==> src/verilog/wcrc_pkg.sv <==
// package: register map, field types and checksum helpers of the write checksum host
package wcrc_pkg;

  localparam int unsigned WCRC_ADDR_W = 8;

  // register byte offsets, one aligned word each
  localparam logic [7:0] WCRC_ADDR_CTRL  = 8'h00;
  localparam logic [7:0] WCRC_ADDR_DATA0 = 8'h04;
  localparam logic [7:0] WCRC_ADDR_DATA1 = 8'h08;
  localparam logic [7:0] WCRC_ADDR_DATA2 = 8'h0c;
  localparam logic [7:0] WCRC_ADDR_DATA3 = 8'h10;
  localparam logic [7:0] WCRC_ADDR_MASK  = 8'h14;
  localparam logic [7:0] WCRC_ADDR_GO    = 8'h18;
  localparam logic [7:0] WCRC_ADDR_STAT  = 8'h1c;
  localparam logic [7:0] WCRC_ADDR_CRC   = 8'h20;
  localparam logic [7:0] WCRC_ADDR_GAP   = 8'h24;

  // values after reset, and the ceiling of the gap counter
  localparam logic [31:0] WCRC_CTRL_RST    = 32'h0000_0000;
  localparam logic [15:0] WCRC_MASK_RST    = 16'hffff;
  localparam logic [7:0]  WCRC_GAP_MIN_RST = 8'h01;
  localparam logic [7:0]  WCRC_GAP_RST     = 8'hff;
  localparam logic [7:0]  WCRC_GAP_MAX     = 8'hff;

  // bit positions in the go word, and the control word width
  localparam int WCRC_GO_BURST = 0;
  localparam int WCRC_GO_MPR   = 1;
  localparam int WCRC_CFG_W    = 18;

  // burst shape, spacing and checksum polynomial
  localparam logic [3:0] WCRC_DATA_BEATS  = 4'h8;
  localparam logic [3:0] WCRC_CRC_BEAT0   = 4'h8;
  localparam logic [3:0] WCRC_LAST_BEAT   = 4'h9;
  localparam logic [7:0] WCRC_FORBID_PRE1 = 8'h04;
  localparam logic [7:0] WCRC_FORBID_PRE2 = 8'h06;
  localparam logic [7:0] WCRC_POLY        = 8'h07;

  // lanes driven per part width
  localparam logic [15:0] WCRC_DQ_OE_X4   = 16'h000f;
  localparam logic [15:0] WCRC_DQ_OE_X8   = 16'h00ff;
  localparam logic [15:0] WCRC_DQ_OE_X16  = 16'hffff;

  localparam logic [1:0] WCRC_RESP_OKAY   = 2'h0;
  localparam logic [1:0] WCRC_RESP_SLVERR = 2'h2;

  typedef enum logic [1:0] {
    WCRC_X4  = 2'b00,
    WCRC_X8  = 2'b01,
    WCRC_X16 = 2'b10
  } wcrc_width_t;

  // control word layout, bit 0 is crc_en
  typedef struct packed {
    logic [9:0]  col;
    logic        a2;
    logic        bc4;
    logic        pre2;
    wcrc_width_t width;
    logic        dbi_en;
    logic        mask_en;
    logic        crc_en;
  } wcrc_cfg_t;

  // one beat on the pins
  typedef struct packed {
    logic [1:0]  mask_lane;
    logic [15:0] dq;
  } wcrc_pins_t;

  typedef enum logic [1:0] {
    ST_IDLE = 2'b00,
    ST_WAIT = 2'b01,
    ST_BEAT = 2'b10
  } wcrc_state_t;

  // serial form of x^8+x^2+x+1, bit 71 first, zero start
  function automatic logic [7:0] wcrc_crc8(input logic [71:0] d);
    logic [7:0] c;
    c = 8'h00;
    for (int i = 71; i >= 0; i--) begin
      c = {c[6:0], 1'b0} ^ ((c[7] ^ d[i]) ? WCRC_POLY : 8'h00);
    end
    return c;
  endfunction

  // code word of byte k exactly as it goes on the wire
  function automatic logic [71:0] wcrc_build_cw(input logic [127:0] data,
                                                input logic [15:0]  mask,
                                                input wcrc_cfg_t    cfg,
                                                input logic         k);
    logic [71:0] cw;
    logic [7:0]  bv;
    logic        lane;
    logic        used;
    int          sb;
    int          kk;
    cw = '1;
    kk = int'(k);
    for (int b = 0; b < 8; b++) begin
      // chopped burst: low column bit 2 picks the half that is sent, in beats 0 to 3
      sb = b + (((cfg.bc4 && cfg.a2) && b < 4) ? 4 : 0);
      used = !(cfg.bc4 && b >= 4) && !(k && cfg.width != WCRC_X16);
      for (int n = 0; n < 8; n++) begin
        bv[n] = data[64 * kk + 8 * n + sb];
      end
      lane = 1'b1;
      if (used) begin
        if (cfg.width == WCRC_X4) begin
          bv[7:4] = 4'hf;
        end else if (cfg.mask_en) begin
          lane = mask[8 * kk + sb];
        end else if (cfg.dbi_en && $countones(~bv) > 4) begin
          bv   = ~bv;
          lane = 1'b0;
        end
        for (int n = 0; n < 8; n++) begin
          cw[8 * n + b] = bv[n];
        end
        cw[64 + b] = lane;
      end
    end
    return cw;
  endfunction

endpackage

==> src/verilog/wcrc_host.sv <==
// write checksum host: register slave, burst framer and pin driver
//
// Design decisions made here: register access over AXI4-Lite and the register addresses.
`timescale 1ns/1ps
`default_nettype none

module wcrc_host
  import wcrc_pkg::*;
(
  input  wire logic                   i_clk,
  input  wire logic                   i_rst,
  input  wire logic [WCRC_ADDR_W-1:0] i_awaddr,
  input  wire logic                   i_awvalid,
  output logic                        o_awready,
  input  wire logic [31:0]            i_wdata,
  input  wire logic [3:0]             i_wstrb,
  input  wire logic                   i_wvalid,
  output logic                        o_wready,
  output logic      [1:0]             o_bresp,
  output logic                        o_bvalid,
  input  wire logic                   i_bready,
  input  wire logic [WCRC_ADDR_W-1:0] i_araddr,
  input  wire logic                   i_arvalid,
  output logic                        o_arready,
  output logic      [31:0]            o_rdata,
  output logic      [1:0]             o_rresp,
  output logic                        o_rvalid,
  input  wire logic                   i_rready,
  output logic                        o_wr_cmd,
  output logic                        o_mpr_cmd,
  output logic      [9:0]             o_col,
  output logic      [15:0]            o_dq,
  output logic      [15:0]            o_dq_oe,
  output logic      [1:0]             o_mask_lane,
  output logic      [1:0]             o_mask_lane_oe,
  input  wire logic                   i_alert_n
);

  wcrc_cfg_t               cfg;
  wcrc_cfg_t               cfg_q;
  wcrc_state_t             state_q;
  logic [31:0]             ctrl_q;
  logic [31:0]             data_q [4];
  logic [15:0]             mask_q;
  logic [7:0]              gap_min_q;
  logic [7:0]              gap_q;
  logic [7:0]              forbid_gap;
  logic                    pend_q;
  logic                    alert_err_q;
  logic                    cfg_err_q;
  logic                    mpr_ref_q;
  logic                    aw_got_q;
  logic                    w_got_q;
  logic [WCRC_ADDR_W-1:0]  awaddr_q;
  logic [31:0]             wdata_q;
  logic [3:0]              wstrb_q;
  logic                    wr_fire;
  logic [31:0]             wr_val;
  logic [2:0]              st_clr;
  logic                    go_burst;
  logic                    go_mpr;
  logic                    conflict;
  logic                    gap_ok;
  logic                    issue;
  logic                    drop;
  logic [127:0]            data_all;
  logic [71:0]             cw_d [2];
  logic [7:0]              crc_d [2];
  logic [71:0]             cw_q [2];
  logic [7:0]              crc_q [2];
  logic [3:0]              beat_q;
  logic [32:0]             rd_aw;
  logic [32:0]             rd_ar;

  // read mux; bit 32 marks an address with no register behind it
  function automatic logic [32:0] rd_mux(input logic [WCRC_ADDR_W-1:0] a);
    logic [32:0] r;
    r = {1'b0, 32'h0000_0000};
    case (a)
      WCRC_ADDR_CTRL:  r[31:0] = ctrl_q;
      WCRC_ADDR_DATA0: r[31:0] = data_q[0];
      WCRC_ADDR_DATA1: r[31:0] = data_q[1];
      WCRC_ADDR_DATA2: r[31:0] = data_q[2];
      WCRC_ADDR_DATA3: r[31:0] = data_q[3];
      WCRC_ADDR_MASK:  r[15:0] = mask_q;
      WCRC_ADDR_GO:    r[31:0] = 32'h0000_0000;
      WCRC_ADDR_STAT:  r[3:0]  = {mpr_ref_q, cfg_err_q, alert_err_q, pend_q | (state_q != ST_IDLE)};
      WCRC_ADDR_CRC:   r[15:0] = {crc_q[1], crc_q[0]};
      WCRC_ADDR_GAP:   r[7:0]  = gap_min_q;
      default:         r[32]   = 1'b1;
    endcase
    return r;
  endfunction

  // pins for one beat of the frame held in cw_q and crc_q
  function automatic wcrc_pins_t beat_pins(input logic [3:0] b);
    wcrc_pins_t p;
    p.mask_lane = 2'b11;
    p.dq        = 16'hffff;
    if (b < WCRC_DATA_BEATS) begin
      for (int k = 0; k < 2; k++) begin
        for (int n = 0; n < 8; n++) begin
          p.dq[8 * k + n] = cw_q[k][8 * n + int'(b)];
        end
        p.mask_lane[k] = cw_q[k][64 + int'(b)];
      end
    end else if (b == WCRC_CRC_BEAT0) begin
      if (cfg_q.width == WCRC_X4) begin
        p.dq[3:0] = crc_q[0][3:0];
      end else begin
        p.dq = {crc_q[1], crc_q[0]};
      end
    end else if (cfg_q.width == WCRC_X4) begin
      p.dq[3:0] = crc_q[0][7:4];
    end
    return p;
  endfunction

  // live configuration and the frame that would be sent now
  assign cfg      = wcrc_cfg_t'(ctrl_q[WCRC_CFG_W-1:0]);
  assign data_all = {data_q[3], data_q[2], data_q[1], data_q[0]};
  assign conflict = cfg.mask_en && cfg.dbi_en;

  for (genvar k = 0; k < 2; k++) begin : g_tree
    assign cw_d[k] = wcrc_build_cw(data_all, mask_q, cfg, 1'(k));
    wcrc_tree u_tree (
      .i_cw  (cw_d[k]),
      .o_crc (crc_d[k])
    );
  end

  // write decode; byte strobes merge into the old word
  assign rd_aw    = rd_mux(awaddr_q); // a call result cannot be selected directly
  assign rd_ar    = rd_mux(i_araddr);
  assign wr_fire  = aw_got_q && w_got_q && !o_bvalid;
  assign wr_val   = (rd_aw[31:0] & ~{{8{wstrb_q[3]}}, {8{wstrb_q[2]}},
                     {8{wstrb_q[1]}}, {8{wstrb_q[0]}}}) | (wdata_q & {{8{wstrb_q[3]}},
                     {8{wstrb_q[2]}}, {8{wstrb_q[1]}}, {8{wstrb_q[0]}}});
  assign go_burst = wr_fire && awaddr_q == WCRC_ADDR_GO && wstrb_q[0] && wdata_q[WCRC_GO_BURST];
  assign go_mpr   = wr_fire && awaddr_q == WCRC_ADDR_GO && wstrb_q[0] && wdata_q[WCRC_GO_MPR];
  assign st_clr   = (wr_fire && awaddr_q == WCRC_ADDR_STAT && wstrb_q[0]) ? wdata_q[3:1] : 3'h0;

  // spacing guard: with the checksum on, a write never leaves at the forbidden gap
  assign forbid_gap = cfg.pre2 ? WCRC_FORBID_PRE2 : WCRC_FORBID_PRE1;
  assign gap_ok     = gap_q >= gap_min_q && !(cfg.crc_en && gap_q == forbid_gap);
  assign issue      = state_q == ST_WAIT && gap_ok && !conflict;
  assign drop       = state_q == ST_WAIT && conflict;

  // address and data channels are taken independently, in either order
  always_ff @(posedge i_clk or posedge i_rst) begin
    if (i_rst) begin
      o_awready <= 1'b0;
      o_wready  <= 1'b0;
      aw_got_q  <= 1'b0;
      w_got_q   <= 1'b0;
      awaddr_q  <= '0;
      wdata_q   <= 32'h0000_0000;
      wstrb_q   <= 4'h0;
    end else begin
      if (i_awvalid && o_awready) begin
        aw_got_q  <= 1'b1;
        awaddr_q  <= i_awaddr;
        o_awready <= 1'b0;
      end else if (wr_fire) begin
        aw_got_q  <= 1'b0;
      end else begin
        o_awready <= !aw_got_q && !o_bvalid;
      end
      if (i_wvalid && o_wready) begin
        w_got_q  <= 1'b1;
        wdata_q  <= i_wdata;
        wstrb_q  <= i_wstrb;
        o_wready <= 1'b0;
      end else if (wr_fire) begin
        w_got_q  <= 1'b0;
      end else begin
        o_wready <= !w_got_q && !o_bvalid;
      end
    end
  end

  // write response
  always_ff @(posedge i_clk or posedge i_rst) begin
    if (i_rst) begin
      o_bvalid <= 1'b0;
      o_bresp  <= WCRC_RESP_OKAY;
    end else if (wr_fire) begin
      o_bvalid <= 1'b1;
      o_bresp  <= rd_aw[32] ? WCRC_RESP_SLVERR : WCRC_RESP_OKAY;
    end else if (i_bready) begin
      o_bvalid <= 1'b0;
    end
  end

  // read channel: one read at a time, answered on the edge that accepts the address
  always_ff @(posedge i_clk or posedge i_rst) begin
    if (i_rst) begin
      o_arready <= 1'b0;
      o_rvalid  <= 1'b0;
      o_rdata   <= 32'h0000_0000;
      o_rresp   <= WCRC_RESP_OKAY;
    end else if (i_arvalid && o_arready) begin
      o_arready <= 1'b0;
      o_rvalid  <= 1'b1;
      o_rdata   <= rd_ar[31:0];
      o_rresp   <= rd_ar[32] ? WCRC_RESP_SLVERR : WCRC_RESP_OKAY;
    end else if (o_rvalid) begin
      o_rvalid  <= !i_rready;
    end else begin
      o_arready <= 1'b1;
    end
  end

  // software registers
  always_ff @(posedge i_clk or posedge i_rst) begin
    if (i_rst) begin
      ctrl_q    <= WCRC_CTRL_RST;
      mask_q    <= WCRC_MASK_RST;
      gap_min_q <= WCRC_GAP_MIN_RST;
      for (int i = 0; i < 4; i++) begin
        data_q[i] <= 32'h0000_0000;
      end
    end else if (wr_fire) begin
      case (awaddr_q)
        WCRC_ADDR_CTRL:  ctrl_q    <= {14'h0000, wr_val[WCRC_CFG_W-1:0]};
        WCRC_ADDR_DATA0: data_q[0] <= wr_val;
        WCRC_ADDR_DATA1: data_q[1] <= wr_val;
        WCRC_ADDR_DATA2: data_q[2] <= wr_val;
        WCRC_ADDR_DATA3: data_q[3] <= wr_val;
        WCRC_ADDR_MASK:  mask_q    <= wr_val[15:0];
        WCRC_ADDR_GAP:   gap_min_q <= wr_val[7:0];
        default: ;
      endcase
    end
  end

  // sticky status; a new event in the clearing cycle wins over the clear
  always_ff @(posedge i_clk or posedge i_rst) begin
    if (i_rst) begin
      alert_err_q <= 1'b0;
      cfg_err_q   <= 1'b0;
      mpr_ref_q   <= 1'b0;
      o_mpr_cmd   <= 1'b0;
    end else begin
      alert_err_q <= (!i_alert_n && cfg.crc_en) || (alert_err_q && !st_clr[0]);
      cfg_err_q   <= (go_burst && conflict) || drop || (cfg_err_q && !st_clr[1]);
      mpr_ref_q   <= (go_mpr && cfg.crc_en) || (mpr_ref_q && !st_clr[2]);
      o_mpr_cmd   <= go_mpr && !cfg.crc_en;
    end
  end

  // pending request; a go while one waits merges with it, a go in its issue cycle stays pending
  always_ff @(posedge i_clk or posedge i_rst) begin
    if (i_rst) begin
      pend_q <= 1'b0;
    end else if (go_burst && !conflict) begin
      pend_q <= 1'b1;
    end else if (issue || drop) begin
      pend_q <= 1'b0;
    end
  end

  // clocks since the last column command, saturating
  always_ff @(posedge i_clk or posedge i_rst) begin
    if (i_rst) begin
      gap_q <= WCRC_GAP_RST;
    end else if (issue) begin
      gap_q <= 8'h01;
    end else if (gap_q != WCRC_GAP_MAX) begin
      gap_q <= gap_q + 8'h01;
    end
  end

  // burst sequencer
  always_ff @(posedge i_clk or posedge i_rst) begin
    if (i_rst) begin
      state_q <= ST_IDLE;
    end else begin
      unique case (state_q)
        ST_IDLE: if (pend_q) state_q <= ST_WAIT;
        ST_WAIT: if (issue || drop) state_q <= issue ? ST_BEAT : ST_IDLE;
        ST_BEAT: if (beat_q == WCRC_LAST_BEAT) state_q <= ST_IDLE;
        default: state_q <= ST_IDLE;
      endcase
    end
  end

  // frame capture at the command; the frame is frozen for its ten beats
  always_ff @(posedge i_clk or posedge i_rst) begin
    if (i_rst) begin
      o_wr_cmd <= 1'b0;
      o_col    <= 10'h000;
      cfg_q    <= wcrc_cfg_t'(WCRC_CTRL_RST[WCRC_CFG_W-1:0]);
      beat_q   <= 4'h0;
      for (int k = 0; k < 2; k++) begin
        cw_q[k]  <= '1;
        crc_q[k] <= 8'h00;
      end
    end else begin
      o_wr_cmd <= issue;
      if (issue) begin
        cfg_q  <= cfg;
        beat_q <= 4'h0;
        o_col  <= {cfg.col[9:3], cfg.bc4 & cfg.a2, 2'b00};
        for (int k = 0; k < 2; k++) begin
          cw_q[k]  <= cw_d[k];
          crc_q[k] <= crc_d[k];
        end
      end else if (state_q == ST_BEAT) begin
        beat_q <= beat_q + 4'h1;
      end
    end
  end

  // pin drivers; idle lanes rest at ones with enables low
  always_ff @(posedge i_clk or posedge i_rst) begin
    if (i_rst) begin
      {o_mask_lane, o_dq} <= 18'h3ffff;
      o_dq_oe             <= 16'h0000;
      o_mask_lane_oe      <= 2'b00;
    end else if (state_q == ST_BEAT) begin
      {o_mask_lane, o_dq} <= beat_pins(beat_q);
      o_dq_oe        <= cfg_q.width == WCRC_X4 ? WCRC_DQ_OE_X4 :
                        cfg_q.width == WCRC_X8 ? WCRC_DQ_OE_X8 : WCRC_DQ_OE_X16;
      o_mask_lane_oe <= cfg_q.width == WCRC_X4 ? 2'b00 :
                        cfg_q.width == WCRC_X8 ? 2'b01 : 2'b11;
    end else begin
      {o_mask_lane, o_dq} <= 18'h3ffff;
      o_dq_oe             <= 16'h0000;
      o_mask_lane_oe      <= 2'b00;
    end
  end
endmodule // wcrc_host

`default_nettype wire

==> src/verilog/wcrc_tree.sv <==
// combinational 8-bit checksum over one 72-bit code word
`timescale 1ns/1ps
`default_nettype none

module wcrc_tree
  import wcrc_pkg::*;
(
  input  wire logic [71:0] i_cw,
  output logic      [7:0]  o_crc
);

  // unrolled by synthesis into one xor tree per bit, all eight bits
  // follow from the polynomial, so no hand-written equation can drift
  assign o_crc = wcrc_crc8(i_cw);

endmodule // wcrc_tree

`default_nettype wire

==> config.mk <==
export PLATFORM = sky130hd
export DESIGN_NAME = wcrc_host
export DESIGN_NICKNAME = d
export VERILOG_FILES = /design/src/verilog/wcrc_pkg.sv /design/src/verilog/wcrc_host.sv /design/src/verilog/wcrc_tree.sv
export SDC_FILE = /design/constraint.sdc
export NUM_CORES = 2
export LEC_CHECK = 0
export BUFFER_PORTS_ARGS = -buffer_cell sky130_fd_sc_hd__buf_2
export CAP_MARGIN = 5
export CORE_ASPECT_RATIO = 0.5
export CORE_MARGIN = 4
export CORE_UTILIZATION = 45
export CTS_BUF_LIST = sky130_fd_sc_hd__clkbuf_4 sky130_fd_sc_hd__clkbuf_8
export CTS_CLUSTER_SIZE = 25
export DETAILED_ROUTE_END_ITERATION = 8
export GPL_TIMING_DRIVEN = 0
export HOLD_SLACK_MARGIN = 0.15
export SKIP_CTS_REPAIR_TIMING = 1
export SLEW_MARGIN = 20
export SYNTH_ARGS = -nofsm -noshare
export SYNTH_HDL_FRONTEND = slang
export SYNTH_SLANG_ARGS = --single-unit
==> constraint.sdc <==
create_clock -name i_clk -period 44.4 [get_ports i_clk]
set_clock_uncertainty 0.15 [all_clocks]
set_input_delay 13.32 -clock i_clk [delete_from_list [all_inputs] [get_ports i_clk]]
set_output_delay 13.32 -clock i_clk [all_outputs]
set_load 0.01 [all_outputs]
==> metrics list <==
- The flow ran to the end, but the final reports show violations.
- The final reports fail on DRC.
- Chip width: 383.3 um
- Slew HR: 15.81%
- The clock passes through at most 3 buffers.
- Worst-Margin Slew: around 1.3 ns
- Max-cap violations in this run came to 0.
- Cell type group with the largest total delay on the critical path: buffers and inverters
- Clock tree synthesis inserted a total of 73 buffers.
- The synthesized netlist occupies a cell area of 31690 um^2.
* Number of global-route vias before repair: between 20000 and 30000
- The worst setup path is of the input port to register kind.
* Clk pin slew, worst setup/hold paths: 0.07 ns
- Num ports: 149
- Number of warning messages in the yosys log: 0
* Number of nets in the finished design: roughly 3600
* Tcrit/Tclk final: 36.64%
- After routing, the total negative slack on setup checks comes to 0 ns.
- After global routing the overflow that remains totals 0.
* Remaining DRCs: 9
- Wire segments on met2 add up to 52520 um in the final route.
* Die Y-Extent: 195.7 um
- Count of final setup violators: 0
- STA classifies the critical path endpoint as a register.
- In this run the most critical hold path is launched from cw_q[131].
- STA puts the critical path data arrival time at 16.80 ns.
* Maximum cell stage delay along the critical path: 0.75 ns
- R2r setup slk: 30.96 ns
- Effective utilization at floorplan: 45.71%
- The routed design uses 22270 um of met3 wire.
* Met1 wire length: 57710 um
* Leading cell type in the layout, fill and taps excluded: sky130_fd_sc_hd__nand2_1
- Entering global routing, the biggest net connects 106 pins.
- Buffers on Ports: 143
- The die covers 75000 um^2.
* Syn avg cell area: approximately 9.9 um^2
* Wire length after detailed routing: 136600 um
- Post-DRT Antenna Nets: 0
- Maximum fanout encountered on the critical timing path: 10
- Counting cells, the worst reg-to-reg path comes to 34.
* Worst setup SP type: input port
* Final Hold Fails: 0
- Count of flip-flops with a built-in enable after synthesis: 0
- The worst hold path was traced through 2 stages.
- Number of instances in the synthesized netlist: 3188
- Counting distinct cell types in the post-synthesis netlist gives 70.
* Leading register cell type out of synthesis: sky130_fd_sc_hd__dfrtp_1
* Synth async-reset ratio: 100.0%
* Count of vias placed by the detailed router: approximately 27000
- TritonCTS built the clock tree.
* Final critical path time including I/O delays and setup: 16.27 ns
* First-pass iteration count of the detailed router: 9
- The synthesized design contains 466 register bits.
- The endpoint identified for the worst register-to-register timing path is crc_q[3].
* Initial antenna violation count: 9
- Cell with the biggest individual delay on the critical path: sky130_fd_sc_hd__buf_1
* Hpwl dp: 108600 um
- The area growth from synthesis to layout is 11.72%.
* # rows: 68
- Avg WL per Cell: roughly 31 um
* Share of layout cells above drive strength 1: 19.50%
- The highest layer touched by signal routing is met5.
- The region available for standard cell placement spans 69340 um^2.
* Hold/Removal Path Class: register to register
- The worst hold path terminates at cw_q[131].
- Number of clock sinks: 466
- RePlAce Congestion: 1.062
- For the worst setup path, the data required time is 44.93 ns.
* Starting DRT DRC Count: 4110
- Summing the sequential cell areas from Yosys gives 37.53% of the chip area.
- Walking the worst path, the cells encountered are clkbuf_1, nand2_1, nor2_1, clkbuf_1, buf_1, a222oi_1, a21oi_1, a21o_1.
- Deepest level of the CTS H-tree: 3
- Global routing usage summed across all routing layers: 35.99%
- Startpoint of the most critical register-to-register path: ctrl_q[6]
- Worst path most repeated cell: sky130_fd_sc_hd__clkbuf_1
* Unrepaired setup endpoints after global routing: no
* CTS root buf: sky130_fd_sc_hd__clkbuf_8
- Skew-Pair Late Insertion Delay: approximately 0.75 ns
* Commonest cells after routing, fill and taps aside: 497 x sky130_fd_sc_hd__nand2_1, 308 x sky130_fd_sc_hd__o21ai_0, 279 x sky130_fd_sc_hd__dfrtp_1
* Maximum frequency from static timing analysis: just over 0.06 GHz
- The critical path runs through a total of 8 cells.
* Detail-routed via count per cell: ~6.2
* Final max-slew violation count: 0
* Buffer and inverter count on the worst path: 3
- The first global-routing pass estimated 192700 um of wire.
## synthesized netlist by cell type (all sizes together), types with 8 or more instances
master	number	area (um^2)
a222oi	56	560.5
nor2b	21	131.4
nor3	11	55.05
mux2	100	1126
nand2	497	1866
nand3	50	250.2
nand2b	17	106.4
a221o	10	100.1
mux4	36	810.8
xnor2	263	2326
a31oi	66	412.9
or2	8	50.05
nand3b	19	142.6
clkbuf	162	608.1
a211oi	11	100.1
nand4	11	68.82
dfstp	187	4913
inv	160	600.6
nor2	203	762.0
o21ai	310	1551
xnor3	91	2051
ha	60	750.7
o32ai	15	217.7
buf	51	296.5
xor2	114	1006
xor3	8	190.2
and3	8	50.05
a21o	18	135.1
a22oi	29	217.7
fa	64	1281
a21oi	77	385.4
dfrtp	279	6982
a221oi	18	157.7
mux2i	92	920.9
## final cells by class
type                       instances  area (um^2)
inverter                         160        608.1
antenna                            3        7.507
clock buffer                     121         1496
buffer                           213        907.1
sequential                       466        11900
clock inverter                    12        136.4
timing repair buffer             148        853.3
fill                            6581        33930
multi-input combinational       2352        18320
tap                              945         1182
## flip-flops by register name, summed over array words and instances, names as in the netlist, 2 cells and up
signal	flops
awaddr_q	8
beat_q	4
cfg_q	2
crc_q	16
ctrl_q	18
cw_q	144
data_all	128
gap_min_q	8
gap_q	8
mask_q	16
o_col	8
o_dq	16
o_dq_oe	2
o_mask_lane	2
o_rdata	32
state_q	2
wdata_q	32
wstrb_q	4
## through the flow
stage / setup WS (ns) / util (%) / area, um^2 / hold slack, ns / instances
floorplan: 18.24 / - / 31710 / 0.2825 / 3191
global placement: 12.73 / 48.46 / 33600 / 0.2902 / 4279
detailed placement: 27.69 / 48.69 / 33760 / 0.2931 / 4284
CTS: 28.46 / 51.04 / 35390 / 0.3017 / 4417
global route: 28.27 / 51.06 / 35410 / 0.3116 / 4419
finish: 28.13 / 51.06 / 35410 / 0.3025 / 4420
## cells by family after synthesis
group | Yosys count | synth area share [%]
adders and majority gates | 124 | 6.411
muxes | 228 | 9.017
xor gates and xnor gates | 476 | 17.58
and+or+nand+nor | 869 | 11.50
buffers and inverters | 373 | 4.749
other | 1 | 0.01183
DFF | 466 | 37.53
AOI/OAI and AO/OA | 651 | 13.20
## how the worst max path moves through the flow
stage           startpoint          end
6_report       i_araddr[2]  o_rdata[27]
5_1_grt        i_araddr[2]   o_rdata[9]
4_1_cts        i_araddr[2]  o_rdata[27]
3_5_place_dp   i_araddr[2]  o_rdata[27]
3_3_place_gp         i_rst     o_wr_cmd
2_1_floorplan        i_rst  alert_err_q
## layer usage
metal / track usage, % / vias up
met5: 1.277 / -
met3: 18.03 / 276
met1: 51.24 / 13726
li1: - / 11462
met2: 47.63 / 1832
met4: 9.952 / 16
## worst min-delay path, stage by stage, from the launching register on
cell,delay (ns)
sky130_fd_sc_hd__dfstp_2,0.37
sky130_fd_sc_hd__nand2_1,0.05
sky130_fd_sc_hd__nand2_1,0.04
Power is not shown: default switching activity piles up to over one toggle a cycle in this logic, so the estimate is an artifact.
